### src/inc/ppg_consts.vh
// Constants for the peripheral power gating register bank.
// Assumes inclusion by bare name from the design files.
`ifndef PPG_CONSTS_VH
`define PPG_CONSTS_VH

// Printed register index; the byte address is four times the index
`define PPG_GATE_INDEX 20'h0f051
`define PPG_GATE_ADDR 20'h3c144
`define PPG_GATE_RESET 16'h0000
`define PPG_GATE_WIDTH 16

// Field positions
`define PPG_BIT_AUX 0
`define PPG_BIT_SPDIF_IN 1
`define PPG_BIT_SPDIF_OUT 2
`define PPG_BIT_MIC_A 3
`define PPG_BIT_MIC_B 4

// Datapath sizes
`define PPG_ADDR_W 20
`define PPG_MIC_CH 4
`define PPG_MIC_W 24
`define PPG_AUX_CH 2
`define PPG_AUX_W 12

`endif

### src/design/ppg_gate_hold.v
// Sample holder: captures a new value only while its function is on.
// Assumes data and valid come from the same clock as pclk.
`timescale 1ns/1ps

module ppg_gate_hold #(
	parameter WIDTH = 16
) (
	input wire pclk,
	input wire presetn,
	input wire enable,
	input wire valid,
	input wire [WIDTH-1:0] data,
	output wire [WIDTH-1:0] held
);

	reg [WIDTH-1:0] held_reg;

	// Freezes on the last value while disabled
	always @(posedge pclk or negedge presetn) begin
		if (!presetn) begin
			held_reg <= {WIDTH{1'b0}};
		end else if (enable && valid) begin
			held_reg <= data;
		end
	end

	assign held = held_reg;

endmodule // ppg_gate_hold

### src/design/ppg_power_gate.v
// Peripheral power gating register with its gated datapaths.
// Assumes an APB master on pclk; all other inputs are synchronous to pclk.
`timescale 1ns/1ps
`include "ppg_consts.vh"

module ppg_power_gate (
	input wire pclk,
	input wire presetn,
	input wire psel,
	input wire penable,
	input wire pwrite,
	input wire [`PPG_ADDR_W-1:0] paddr,
	input wire [31:0] pwdata,
	input wire [3:0] pstrb,
	output wire [31:0] prdata,
	output wire pready,
	output wire pslverr,
	input wire [`PPG_MIC_CH-1:0] mic_valid,
	input wire [`PPG_MIC_CH*`PPG_MIC_W-1:0] mic_sample_in,
	output wire [`PPG_MIC_CH*`PPG_MIC_W-1:0] mic_sample_out,
	input wire [`PPG_AUX_CH-1:0] aux_valid,
	input wire [`PPG_AUX_CH*`PPG_AUX_W-1:0] aux_result_in,
	output wire [`PPG_AUX_CH*`PPG_AUX_W-1:0] aux_result_out,
	input wire spdif_tx_serial,
	output wire spdif_out_pin,
	input wire spdif_in_pin,
	output wire spdif_in_stream,
	output wire spdif_rx_recover_en,
	output wire mic_pair_a_on,
	output wire mic_pair_b_on,
	output wire spdif_out_on,
	output wire spdif_in_on,
	output wire aux_converter_on
);

	reg [`PPG_GATE_WIDTH-1:0] peripheral_power_gate_reg;
	reg [`PPG_GATE_WIDTH-1:0] peripheral_power_gate_next;
	reg [31:0] prdata_reg;
	reg pready_reg;
	reg pslverr_reg;
	reg [4:0] enable_reg;
	reg spdif_out_reg;
	reg spdif_in_reg;
	reg recover_reg;

	wire setup_phase;
	wire access_done;
	wire addr_hit;
	wire wr_hit;
	wire [`PPG_MIC_CH-1:0] mic_enable;
	wire [`PPG_AUX_CH*`PPG_AUX_W-1:0] aux_held;
	wire [`PPG_MIC_CH*`PPG_MIC_W-1:0] mic_held;

	// APB decode
	assign setup_phase = psel && !penable;
	assign access_done = psel && penable && pready_reg;
	assign addr_hit = (paddr == `PPG_GATE_ADDR);
	assign wr_hit = access_done && pwrite && addr_hit;

	// Byte lane merge of a write; all 16 bits stored as written
	always @* begin
		peripheral_power_gate_next = peripheral_power_gate_reg;
		if (wr_hit) begin
			if (pstrb[0]) begin
				peripheral_power_gate_next[7:0] = pwdata[7:0];
			end
			if (pstrb[1]) begin
				peripheral_power_gate_next[15:8] = pwdata[15:8];
			end
		end
	end

	// Register storage
	always @(posedge pclk or negedge presetn) begin
		if (!presetn) begin
			peripheral_power_gate_reg <= `PPG_GATE_RESET;
		end else begin
			peripheral_power_gate_reg <= peripheral_power_gate_next;
		end
	end

	// Answer: ready one cycle after setup, so no wait states
	always @(posedge pclk or negedge presetn) begin
		if (!presetn) begin
			pready_reg <= 1'b0;
			pslverr_reg <= 1'b0;
			prdata_reg <= 32'h00000000;
		end else if (setup_phase) begin
			pready_reg <= 1'b1;
			pslverr_reg <= !addr_hit;
			if (!pwrite && addr_hit) begin
				prdata_reg <= {16'h0000, peripheral_power_gate_reg};
			end else begin
				prdata_reg <= 32'h00000000;
			end
		end else begin
			pready_reg <= 1'b0;
			pslverr_reg <= 1'b0;
			prdata_reg <= 32'h00000000;
		end
	end

	assign prdata = prdata_reg;
	assign pready = pready_reg;
	assign pslverr = pslverr_reg;

	// Enables follow the register one edge after the write
	always @(posedge pclk or negedge presetn) begin
		if (!presetn) begin
			enable_reg <= 5'h00;
		end else begin
			enable_reg <= peripheral_power_gate_reg[4:0];
		end
	end

	assign aux_converter_on = enable_reg[`PPG_BIT_AUX];
	assign spdif_in_on = enable_reg[`PPG_BIT_SPDIF_IN];
	assign spdif_out_on = enable_reg[`PPG_BIT_SPDIF_OUT];
	assign mic_pair_a_on = enable_reg[`PPG_BIT_MIC_A];
	assign mic_pair_b_on = enable_reg[`PPG_BIT_MIC_B];

	// Pair a holds channels 0 and 1, pair b channels 2 and 3
	assign mic_enable[0] = enable_reg[`PPG_BIT_MIC_A];
	assign mic_enable[1] = enable_reg[`PPG_BIT_MIC_A];
	assign mic_enable[2] = enable_reg[`PPG_BIT_MIC_B];
	assign mic_enable[3] = enable_reg[`PPG_BIT_MIC_B];

	genvar i;
	generate
		for (i = 0; i < `PPG_MIC_CH; i = i + 1) begin : g_mic
			// Sample freezes while the pair is off
			ppg_gate_hold #(
				.WIDTH(`PPG_MIC_W)
			) u_mic_hold (
				.pclk(pclk),
				.presetn(presetn),
				.enable(mic_enable[i]),
				.valid(mic_valid[i]),
				.data(mic_sample_in[i*`PPG_MIC_W +: `PPG_MIC_W]),
				.held(mic_held[i*`PPG_MIC_W +: `PPG_MIC_W])
			);
		end
		for (i = 0; i < `PPG_AUX_CH; i = i + 1) begin : g_aux
			// Result keeps its last value while converters are off
			ppg_gate_hold #(
				.WIDTH(`PPG_AUX_W)
			) u_aux_hold (
				.pclk(pclk),
				.presetn(presetn),
				.enable(enable_reg[`PPG_BIT_AUX]),
				.valid(aux_valid[i]),
				.data(aux_result_in[i*`PPG_AUX_W +: `PPG_AUX_W]),
				.held(aux_held[i*`PPG_AUX_W +: `PPG_AUX_W])
			);
		end
	endgenerate

	assign mic_sample_out = mic_held;
	assign aux_result_out = aux_held;

	// Transmitter pin forced low while off
	always @(posedge pclk or negedge presetn) begin
		if (!presetn) begin
			spdif_out_reg <= 1'b0;
		end else if (enable_reg[`PPG_BIT_SPDIF_OUT]) begin
			spdif_out_reg <= spdif_tx_serial;
		end else begin
			spdif_out_reg <= 1'b0;
		end
	end

	assign spdif_out_pin = spdif_out_reg;

	// Receiver stream and recovery stop while off, resume on re-enable
	always @(posedge pclk or negedge presetn) begin
		if (!presetn) begin
			spdif_in_reg <= 1'b0;
			recover_reg <= 1'b0;
		end else begin
			recover_reg <= enable_reg[`PPG_BIT_SPDIF_IN];
			if (enable_reg[`PPG_BIT_SPDIF_IN]) begin
				spdif_in_reg <= spdif_in_pin;
			end else begin
				spdif_in_reg <= 1'b0;
			end
		end
	end

	assign spdif_in_stream = spdif_in_reg;
	assign spdif_rx_recover_en = recover_reg;

endmodule // ppg_power_gate

### config.mk
export PLATFORM = sky130hd
export DESIGN_NAME = ppg_power_gate
export DESIGN_NICKNAME = d
export VERILOG_FILES = /design/src/design/ppg_gate_hold.v /design/src/design/ppg_power_gate.v
export VERILOG_INCLUDE_DIRS = /design/src /design/src/inc
export SDC_FILE = /design/constraint.sdc
export NUM_CORES = 1
export LEC_CHECK = 0
export BUFFER_PORTS_ARGS = -buffer_cell sky130_fd_sc_hd__buf_4
export CAP_MARGIN = 0
export CORE_MARGIN = 1
export CORE_UTILIZATION = 27
export CTS_BUF_LIST = sky130_fd_sc_hd__clkbuf_4
export DETAILED_ROUTE_END_ITERATION = 12
export SYNTH_ARGS = -nofsm -noshare
export SYNTH_HDL_FRONTEND = slang
export SYNTH_SLANG_ARGS = --single-unit
### constraint.sdc
create_clock -name pclk -period 1.6 [get_ports pclk]
set_input_delay 0.08 -clock pclk [delete_from_list [all_inputs] [get_ports pclk]]
set_output_delay 0.08 -clock pclk [all_outputs]
set_load 0.005 [all_outputs]
# --- Word level (Yosys, flattened, before mapping) ---
# Index checks and enable logic that the tools add are counted.
totals:
  ff_bits: 178
  in_bits: 189
  out_inout_bits: 162
  elab_cells: 39
classes:
  eq_ne: 1
  mux: 6
  reduce_logical: 17
ops:
  columns: ["cell", "n"]
  rows:
  - ["$mux 32", 1]
  - ["$eq 20x18->1 const B", 1]
  - ["$mux 16", 1]
  - ["$logic_and 1x1->1", 12]
  - ["$mux 1", 4]
  - ["$reduce_and 2->1", 2]
  - ["$logic_not 1->1", 3]

# --- Longest topological paths before layout ---
# Gate-level depths: netlist of the first run.
depth:
  depth_word: 5
  ltp_mapped: 5
  ltp_nobuf: 4

# --- Hierarchy ---
# From an unflattened synthesis of the first run, not the netlist that was laid out.
unflattened:
  hier_cells: 367
  area_unflattened_um2: 6525.0
modules_own_cells:
  columns: ["module", "n_inst", "cells_per_inst", "area_each_um2", "seq_area_each_um2"]
  rows:
  - ["ppg_gate_hold (g_mic[0].u_mic_hold ...)", 4, 51, 974.7, 600.6]
  - ["ppg_power_gate", 1, 111, 1645.3, 1051.0]
  - ["ppg_gate_hold (g_aux[0].u_aux_hold ...)", 2, 26, 490.5, 300.3]

# --- Worst setup path before layout of the first run ---
# No wires, ideal clock.
synth_timing:
  path_type: "input-to-reg"
  startpoint: "input paddr[3]"
  endpoint: "register peripheral_power_gate_reg[10]"
  setup_time_ns: 0.125
  t_arrival_ns: 1.358
  t_required_ns: 1.475
  setup_slack_ns: 0.117
  path_stages: 4
  path_buffers: 0
  cell_sequence: "nor4bb_1 -> nand3_1 -> nor3_4 -> mux2_2"
synth_via:
  elab_chain_len: 3
synth_rtl:
  columns: ["item", "line_no", "text"]
  rows:
  - ["from (decl)", "ppg_power_gate.v:12", "input wire [`PPG_ADDR_W-1:0] paddr,"]
  - ["$eq 20x18->1 (no line)", null, null]
  - ["$logic_and 1x1->1", "ppg_power_gate.v:58", "assign wr_hit = access_done && pwrite && addr_hit;"]
  - ["$reduce_and 2->1 (no line)", null, null]
  - ["to (signal assigned)", "ppg_power_gate.v:76", "peripheral_power_gate_reg <= `PPG_GATE_RESET;"]
  - ["to (signal assigned)", "ppg_power_gate.v:78", "peripheral_power_gate_reg <= peripheral_power_gate_next;"]
  - ["to (decl)", "ppg_power_gate.v:36", "reg [`PPG_GATE_WIDTH-1:0] peripheral_power_gate_reg;"]
# No other way between the ends.
# A chain may end at the register's enable or synchronous reset.

# --- Final worst setup path of the first run ---
layout_timing:
  startpoint: "register pready_reg (netlist: pready)"
  endpoint: "register peripheral_power_gate_reg[6]"
layout_via:
  elab_chain_len: 4
layout_rtl:
  columns: ["item", "line_no", "text"]
  rows:
  - ["from (decl)", "ppg_power_gate.v:39", "reg pready_reg;"]
  - ["from (signal assigned)", "ppg_power_gate.v:85", "pready_reg <= 1'b0;"]
  - ["from (signal assigned)", "ppg_power_gate.v:89", "pready_reg <= 1'b1;"]
  - ["from (signal assigned)", "ppg_power_gate.v:97", "pready_reg <= 1'b0;"]
  - ["$logic_and 1x1->1", "ppg_power_gate.v:56", "assign access_done = psel && penable && pready_reg;"]
  - ["$logic_and 1x1->1 (2 in a row)", "ppg_power_gate.v:58", null]
  - ["$reduce_and 2->1 (no line)", null, null]
# No other way between the ends.

==> metrics.md, run 1 <==
| Metric | Value |
|---|---|
| TritonRoute pass-1 iters | 4 |
| Vias post-DR | 4760 |
| Clk root buf | clkbuf_4 |
| Main combinational cell family by area after synthesis | multiplexers |
| Buf+Inv Stages, Crit Path | 1 |
| Cells after DPL | 970 |
| Worst-path fanout max | 8 |
| Flip-flop count of the largest register after layout | 96 |
| Synth cell count leaders | dfrtp_1 (162), mux2_2 (135), and2_1 (18) |
| P&R area growth vs syn | 75.4% |
| Clk_lat worst skew | 0.53 ns |
| H-tree depth | 4 |
| Gpl congestion | 0.780 |
| Cell area power density | 684 nW/um^2 |
| Crit path DAT | 1.87 ns |
| Vias in the first global route | 5266 |
| Setup tns final | 0 ns |
| Total GRT Usage | 15.3% |
| Layout Nets | 1043 |
| Post-synthesis simple-gate area fraction | 4.66% |
| Synth area leader | dfrtp_1 |
| Peak supply drop | 0.368 mV |
| Inserted Diodes | 0 |
| Post-cts sizing count | 0 |
| FP Rows | 54 |
| CP top delay family | simple AND/OR/NAND/NOR gates |
| Mux contribution to synthesized area | 25.4% |
| First-pass GRT wire length | 26400 um |
| Via density | 4.16 |
| Post-synth cell types | 21 |
| WP data required | 2.01 ns |
| Initial antenna violation count | 0 |
| Logic pwr share | 10.3% |
| Cell area after synthesis | 6040 um^2 |
| Final slew viol count | 0 |
| Net Sw Frac | 23.4% |
| Status | completed |
| Crit Path Class | reg2reg |
| Placed inst area | 8860 um^2 |
| End of the critical path | peripheral_power_gate_reg[6] |
| Post-synthesis async set-or-reset flop share | 100% |
| Final Skew | 0.0235 ns |
| Synth Area per Inst | 16.4 um^2 |
| Worst setup path startpoint | pready |
| Worst setup EP type | register |
| Num CTS Buffers | 17 |
| Seq pwr share | 56.6% |
| Worst reg2reg startpoint | pready |
| CORE AREA | 21900 um^2 |
| CTS tree | built |
| Synth Area in Compound Gates | 0% |
| Unrepaired setup endpoints after global routing | false |
| Cell-by-cell trace of the critical path | and4_1, nand2_1, nor3_4, buf_12, mux2_2 |
| Starting density of the core | 27.6% |
| I/O Buffers | 316 |
| Worst setup SP type | register |
| Fin area | 10600 um^2 |
| Power, Total | 7.25 mW |
| Area contributors post-synth | dfrtp_1 (67%), mux2_2 (25%), buf_4 (2.0%) |
| Synth top area share | 67.2% |
| EDFF count, synth | 0 |
| P_sw | 1.69 mW |
| Share of layout cells above drive strength 1 | 58.3% |
| GRT Residual Overflow | 0 |
| Xor and xnor fraction of the mapped netlist area | 0% |
| DIE HEIGHT | 152 um |
| CP max stage delay | 0.38 ns |
| Power Internal | 5.55 mW |
| Crit share post-route | 91.6% |
| R2R Setup Slk | 0.14 ns |
| Hold Crit Class | in2async |
| CTS Sinks | 162 |
| Routed Antenna Nets | 0 |
| Drt first-iter violations | 128 |
| Final count of negative-setup-slack endpoints | 0 |
| Path depth of the worst reg2reg path | 5 |
| Leakage | 5.75 nW |
| Slowest CP cell | dfrtp_1 |
| I/O Pins | 351 |
| Synth Register Bits | 162 |
| CP Depth | 5 |
| Crit path time final | 1.46 ns |
| Pin count of the biggest net entering global routing | 53 |
| Clock share of power | 33.2% |
| Synthesis Warnings | 0 |
| Die width | 152 um |
| HPWL Detailed | 12300 um |
| WL per Instance | 15.4 um |
| Routed WL | 17700 um |
| Top-count cell post-synth | dfrtp_1 |
| Max Clock Freq | 0.683 GHz |
| Residual DRC count | 0 |
| Worst R2R End | peripheral_power_gate_reg[6] |
| CTS max path bufs | 2 |
| Die ar. | 23000 um^2 |
| Hold Vio Cnt, Final | 0 |
| Synth Instances | 367 |
| Clock slew at reported path FFs | 0.14 ns |
| Non-Filler Instances | 1145 |
| Max Cap Violations | 0 |
| Post-synthesis adder-cell area fraction | 0% |
| Sequential area share after synthesis | 67.2% |
| Ys flop type | dfrtp_1 |
how the worst min path moves through the flow:
stage | cells after the start | endpoint
after floorplan | 0 | enable_reg[0]
after global placement | 1 | g_mic[2].u_mic_hold.held[18]
after detailed placement | 1 | g_mic[3].u_mic_hold.held[21]
after CTS | 4 | g_aux[1].u_aux_hold.held[1]
after global routing | 3 | g_mic[2].u_mic_hold.held[17]
final | 3 | g_mic[2].u_mic_hold.held[0]
metrics by stage:
stage          hold WS [ns]  util (%)  setup slack [ns]
4_1_cts              0.0297      48.4             0.110
3_3_place_gp        -0.0141      40.5           -0.0418
3_5_place_dp       -0.00986      40.5            -0.106
2_1_floorplan        -0.216         -             0.117
5_1_grt              0.0366      48.4            0.0743
6_report             0.0803      48.4             0.135
power groups by stage:
stage | Clock (mW) | Combinational (mW) | Sequential (mW)
after floorplan | 0 | 0.0496 | 4.18
after global placement | 0 | 0.438 | 4.18
after detailed placement | 0 | 0.449 | 4.18
after CTS | 2.53 | 0.746 | 4.10
after global routing | 2.70 | 0.806 | 4.10
final | 2.40 | 0.743 | 4.10
cell usage in the layout, fill, tap and decap left out, drive strengths merged:
| master | netlist | final |
|---|---|---|
| nor2 | 3 | 3 |
| conb | 1 | 16 |
| nand2 | 8 | 8 |
| buf | 20 | 336 |
| and2 | 18 | 18 |
| nor4 | 2 | 2 |
| nor3 | 2 | 2 |
| clkinvlp | 0 | 1 |
| clkbuf | 7 | 18 |
| nor4b | 1 | 1 |
| bufinv | 0 | 2 |
| nand3 | 1 | 1 |
| inv | 1 | 5 |
| nand4 | 1 | 1 |
| dlygate4sd3 | 0 | 144 |
| nand2b | 1 | 1 |
| mux2 | 136 | 136 |
| dfrtp | 162 | 162 |
| and4 | 1 | 1 |
| nor4bb | 2 | 2 |
| clkinv | 0 | 5 |
worst reg2reg max path, stage by stage, from the launching register on:
cell and delay, ns:
dfrtp_1 0.38, and4_1 0.23, nand2_1 0.09, nor3_4 0.16, buf_12 0.15, mux2_2 0.33
area by class of cell:
cell class / count / area, um^2
clock inverters: 12 / 133
inverters: 1 / 3.75
fillers: 1928 / 11300
clock buffers: 18 / 135
flip-flops and latches: 162 / 4050
repair buffers: 480 / 4040
well taps: 280 / 350
multi-input cells: 192 / 1870
routing by layer:
layer / global-route usage, % / vias to the layer above / part of all wire (%)
li1: - / 2209 / -
met1: 16.1 / 2339 / 36
met2: 28.7 / 183 / 55
met3: 4.43 / 29 / 6.3
met4: 5.25 / 0 / 2.1
met5: 0 / - / 0
cells by family (layout without fill, tap and decap cells):
| kind of cell | Yosys count | in the layout |
|---|---|---|
| and+or+nand+nor | 40 | 40 |
| buffers and inverters | 28 | 511 |
| DFF | 162 | 162 |
| muxes | 136 | 136 |
| other | 1 | 16 |
timing repair:
item / in CTS / in global routing
buffers inserted: 0 / 0
hold buffers: 145 / 0
hold endpoints to repair: 318 / 0
Note: power is estimated with default switching activity, not from simulation.
==> run 2: changes to the inputs <==
CTS_BUF_LIST = sky130_fd_sc_hd__clkbuf_4 sky130_fd_sc_hd__clkbuf_8   (was sky130_fd_sc_hd__clkbuf_4)
TNS_END_PERCENT = 30   (was default)
==> metrics.md, run 2 (synthesized netlist as in run 1, its figures left out) <==
| Metric | Value |
|---|---|
| CORE AREA | 21900 um^2 |
| Max Clock Freq | 0.688 GHz |
| Peak supply drop | 0.582 mV |
| Post-cts sizing count | 0 |
| Hold Vio Cnt, Final | 0 |
| CTS max path bufs | 2 |
| First-pass GRT wire length | 26300 um |
| Worst setup SP type | register |
| HPWL Detailed | 12300 um |
| Leakage | 5.78 nW |
| WL per Instance | 15.4 um |
| Cell area power density | 736 nW/um^2 |
| Unrepaired setup endpoints after global routing | false |
| Max Cap Violations | 0 |
| Crit path DAT | 1.76 ns |
| Inserted Diodes | 0 |
| CTS Sinks | 162 |
| Die ar. | 23000 um^2 |
| Initial antenna violation count | 0 |
| Clk_lat worst skew | 0.43 ns |
| Crit path time final | 1.45 ns |
| Via density | 4.14 |
| CTS tree | built |
| Crit Path Class | reg2reg |
| WHS | 0.0967 ns |
| P&R area growth vs syn | 76.7% |
| Power, Total | 7.85 mW |
| Final count of negative-setup-slack endpoints | 0 |
| I/O Buffers | 316 |
| Die width | 152 um |
| Clk root buf | clkbuf_8 |
| Routed Antenna Nets | 0 |
| Flip-flop count of the largest register after layout | 96 |
| Residual DRC count | 0 |
| Share of layout cells above drive strength 1 | 58.7% |
| Final Skew | 0.0153 ns |
| TritonRoute pass-1 iters | 4 |
| Setup WS pre-CTS | -0.106 ns |
| Post-route worst setup slack | 0.146 ns |
| Worst setup EP type | register |
| Hold Crit Class | in2async |
| Num CTS Buffers | 17 |
| FP Rows | 54 |
| Most frequent cells in the layout | buf_4 (329), dfrtp_1 (162), dlygate4sd3_1 (141), mux2_2 (135), clkbuf_8 (19) |
| Crit share post-route | 90.8% |
| Filler Cells Inserted | 1924 |
| Drt first-iter violations | 139 |
| Starting density of the core | 27.6% |
| Pin count of the biggest net entering global routing | 53 |
| Routed WL | 17500 um |
| I/O Pins | 351 |
| Vias post-DR | 4725 |
| GRT Residual Overflow | 0 |
| Clock slew at reported path FFs | 0.09 ns |
| Gpl congestion | 0.780 |
| Status | completed |
| Multi-input gate area | 1870 um^2 |
| Total GRT Usage | 15.1% |
| DIE HEIGHT | 152 um |
| Vias in the first global route | 5248 |
| Final slew viol count | 0 |
| WP data required | 1.90 ns |
| Worst-path fanout max | 8 |
| Layout Nets | 1039 |
| Register area | 4050 um^2 |
| Most common cell after layout, fill and taps aside | buf_4 |
| H-tree depth | 4 |
[run 2: worst paths after layout]
check	start	endpoint	slack, ns	depth (start not counted)
max reg2reg	pready	peripheral_power_gate_reg[6]	0.15	5
max in group asynchronous	presetn	g_mic[3].u_mic_hold.held[10]	0.84	3
min reg2reg	peripheral_power_gate_reg[4]	enable_reg[4]	0.40	0
min	presetn	g_mic[2].u_mic_hold.held[0]	0.1	2
min in group pclk	pwrite	prdata[11]	0.10	4
max	pready	peripheral_power_gate_reg[6]	0.15	5
[run 2: worst max-delay path: stages, from the launching register on]
cell and delay [ns]:
dfrtp_1 0.36, and4_1 0.23, nand2_1 0.09, nor3_4 0.16
buf_12 0.15, mux2_2 0.33
[run 2: timing repair]
item                                   4_1_cts  5_1_grt
hold buffers                               141        0
buffers inserted                             0        0
endpoints found under the hold margin      302        0
[run 2: power by group]
group          switching [mW]  total, mW  internal, mW
clock                    1.53       3.02          1.50
combinational           0.223      0.731         0.507
sequential            0.00105       4.09          4.09
[run 2: layout make-up]
cell class / count / share of cell area [%]
sequential: 162 / 38.0
clock inverter: 10 / 1.17
inverter: 1 / 0.0352
multi-input combinational: 192 / 17.6
timing repair buffer: 476 / 37.4
tap: 280 / 3.28
clock buffer: 20 / 2.52
[run 2: stage by stage]
stage | utilization (%) | setup TNS (ns) | area, um^2 | instances
after floorplan | - | 0 | 6090 | 382
after global placement | 40.5 | -0.622 | 8860 | 970
after detailed placement | 40.5 | -1.32 | 8860 | 970
after CTS | 48.7 | 0 | 10700 | 1141
after global routing | 48.7 | 0 | 10700 | 1141
final | 48.7 | 0 | 10700 | 1141
[run 2: metal layers]
metal  wire (um)  vias to the layer above  share of wire [%]  global-route usage, %
met5           0                        -                  0                      0
met4         345                        0                2.0                   5.05
met3        1050                       21                6.0                   4.13
met2        9700                      178                 55                   28.3
met1        6420                     2328                 37                   16.1
li1            -                     2198                  -                      -
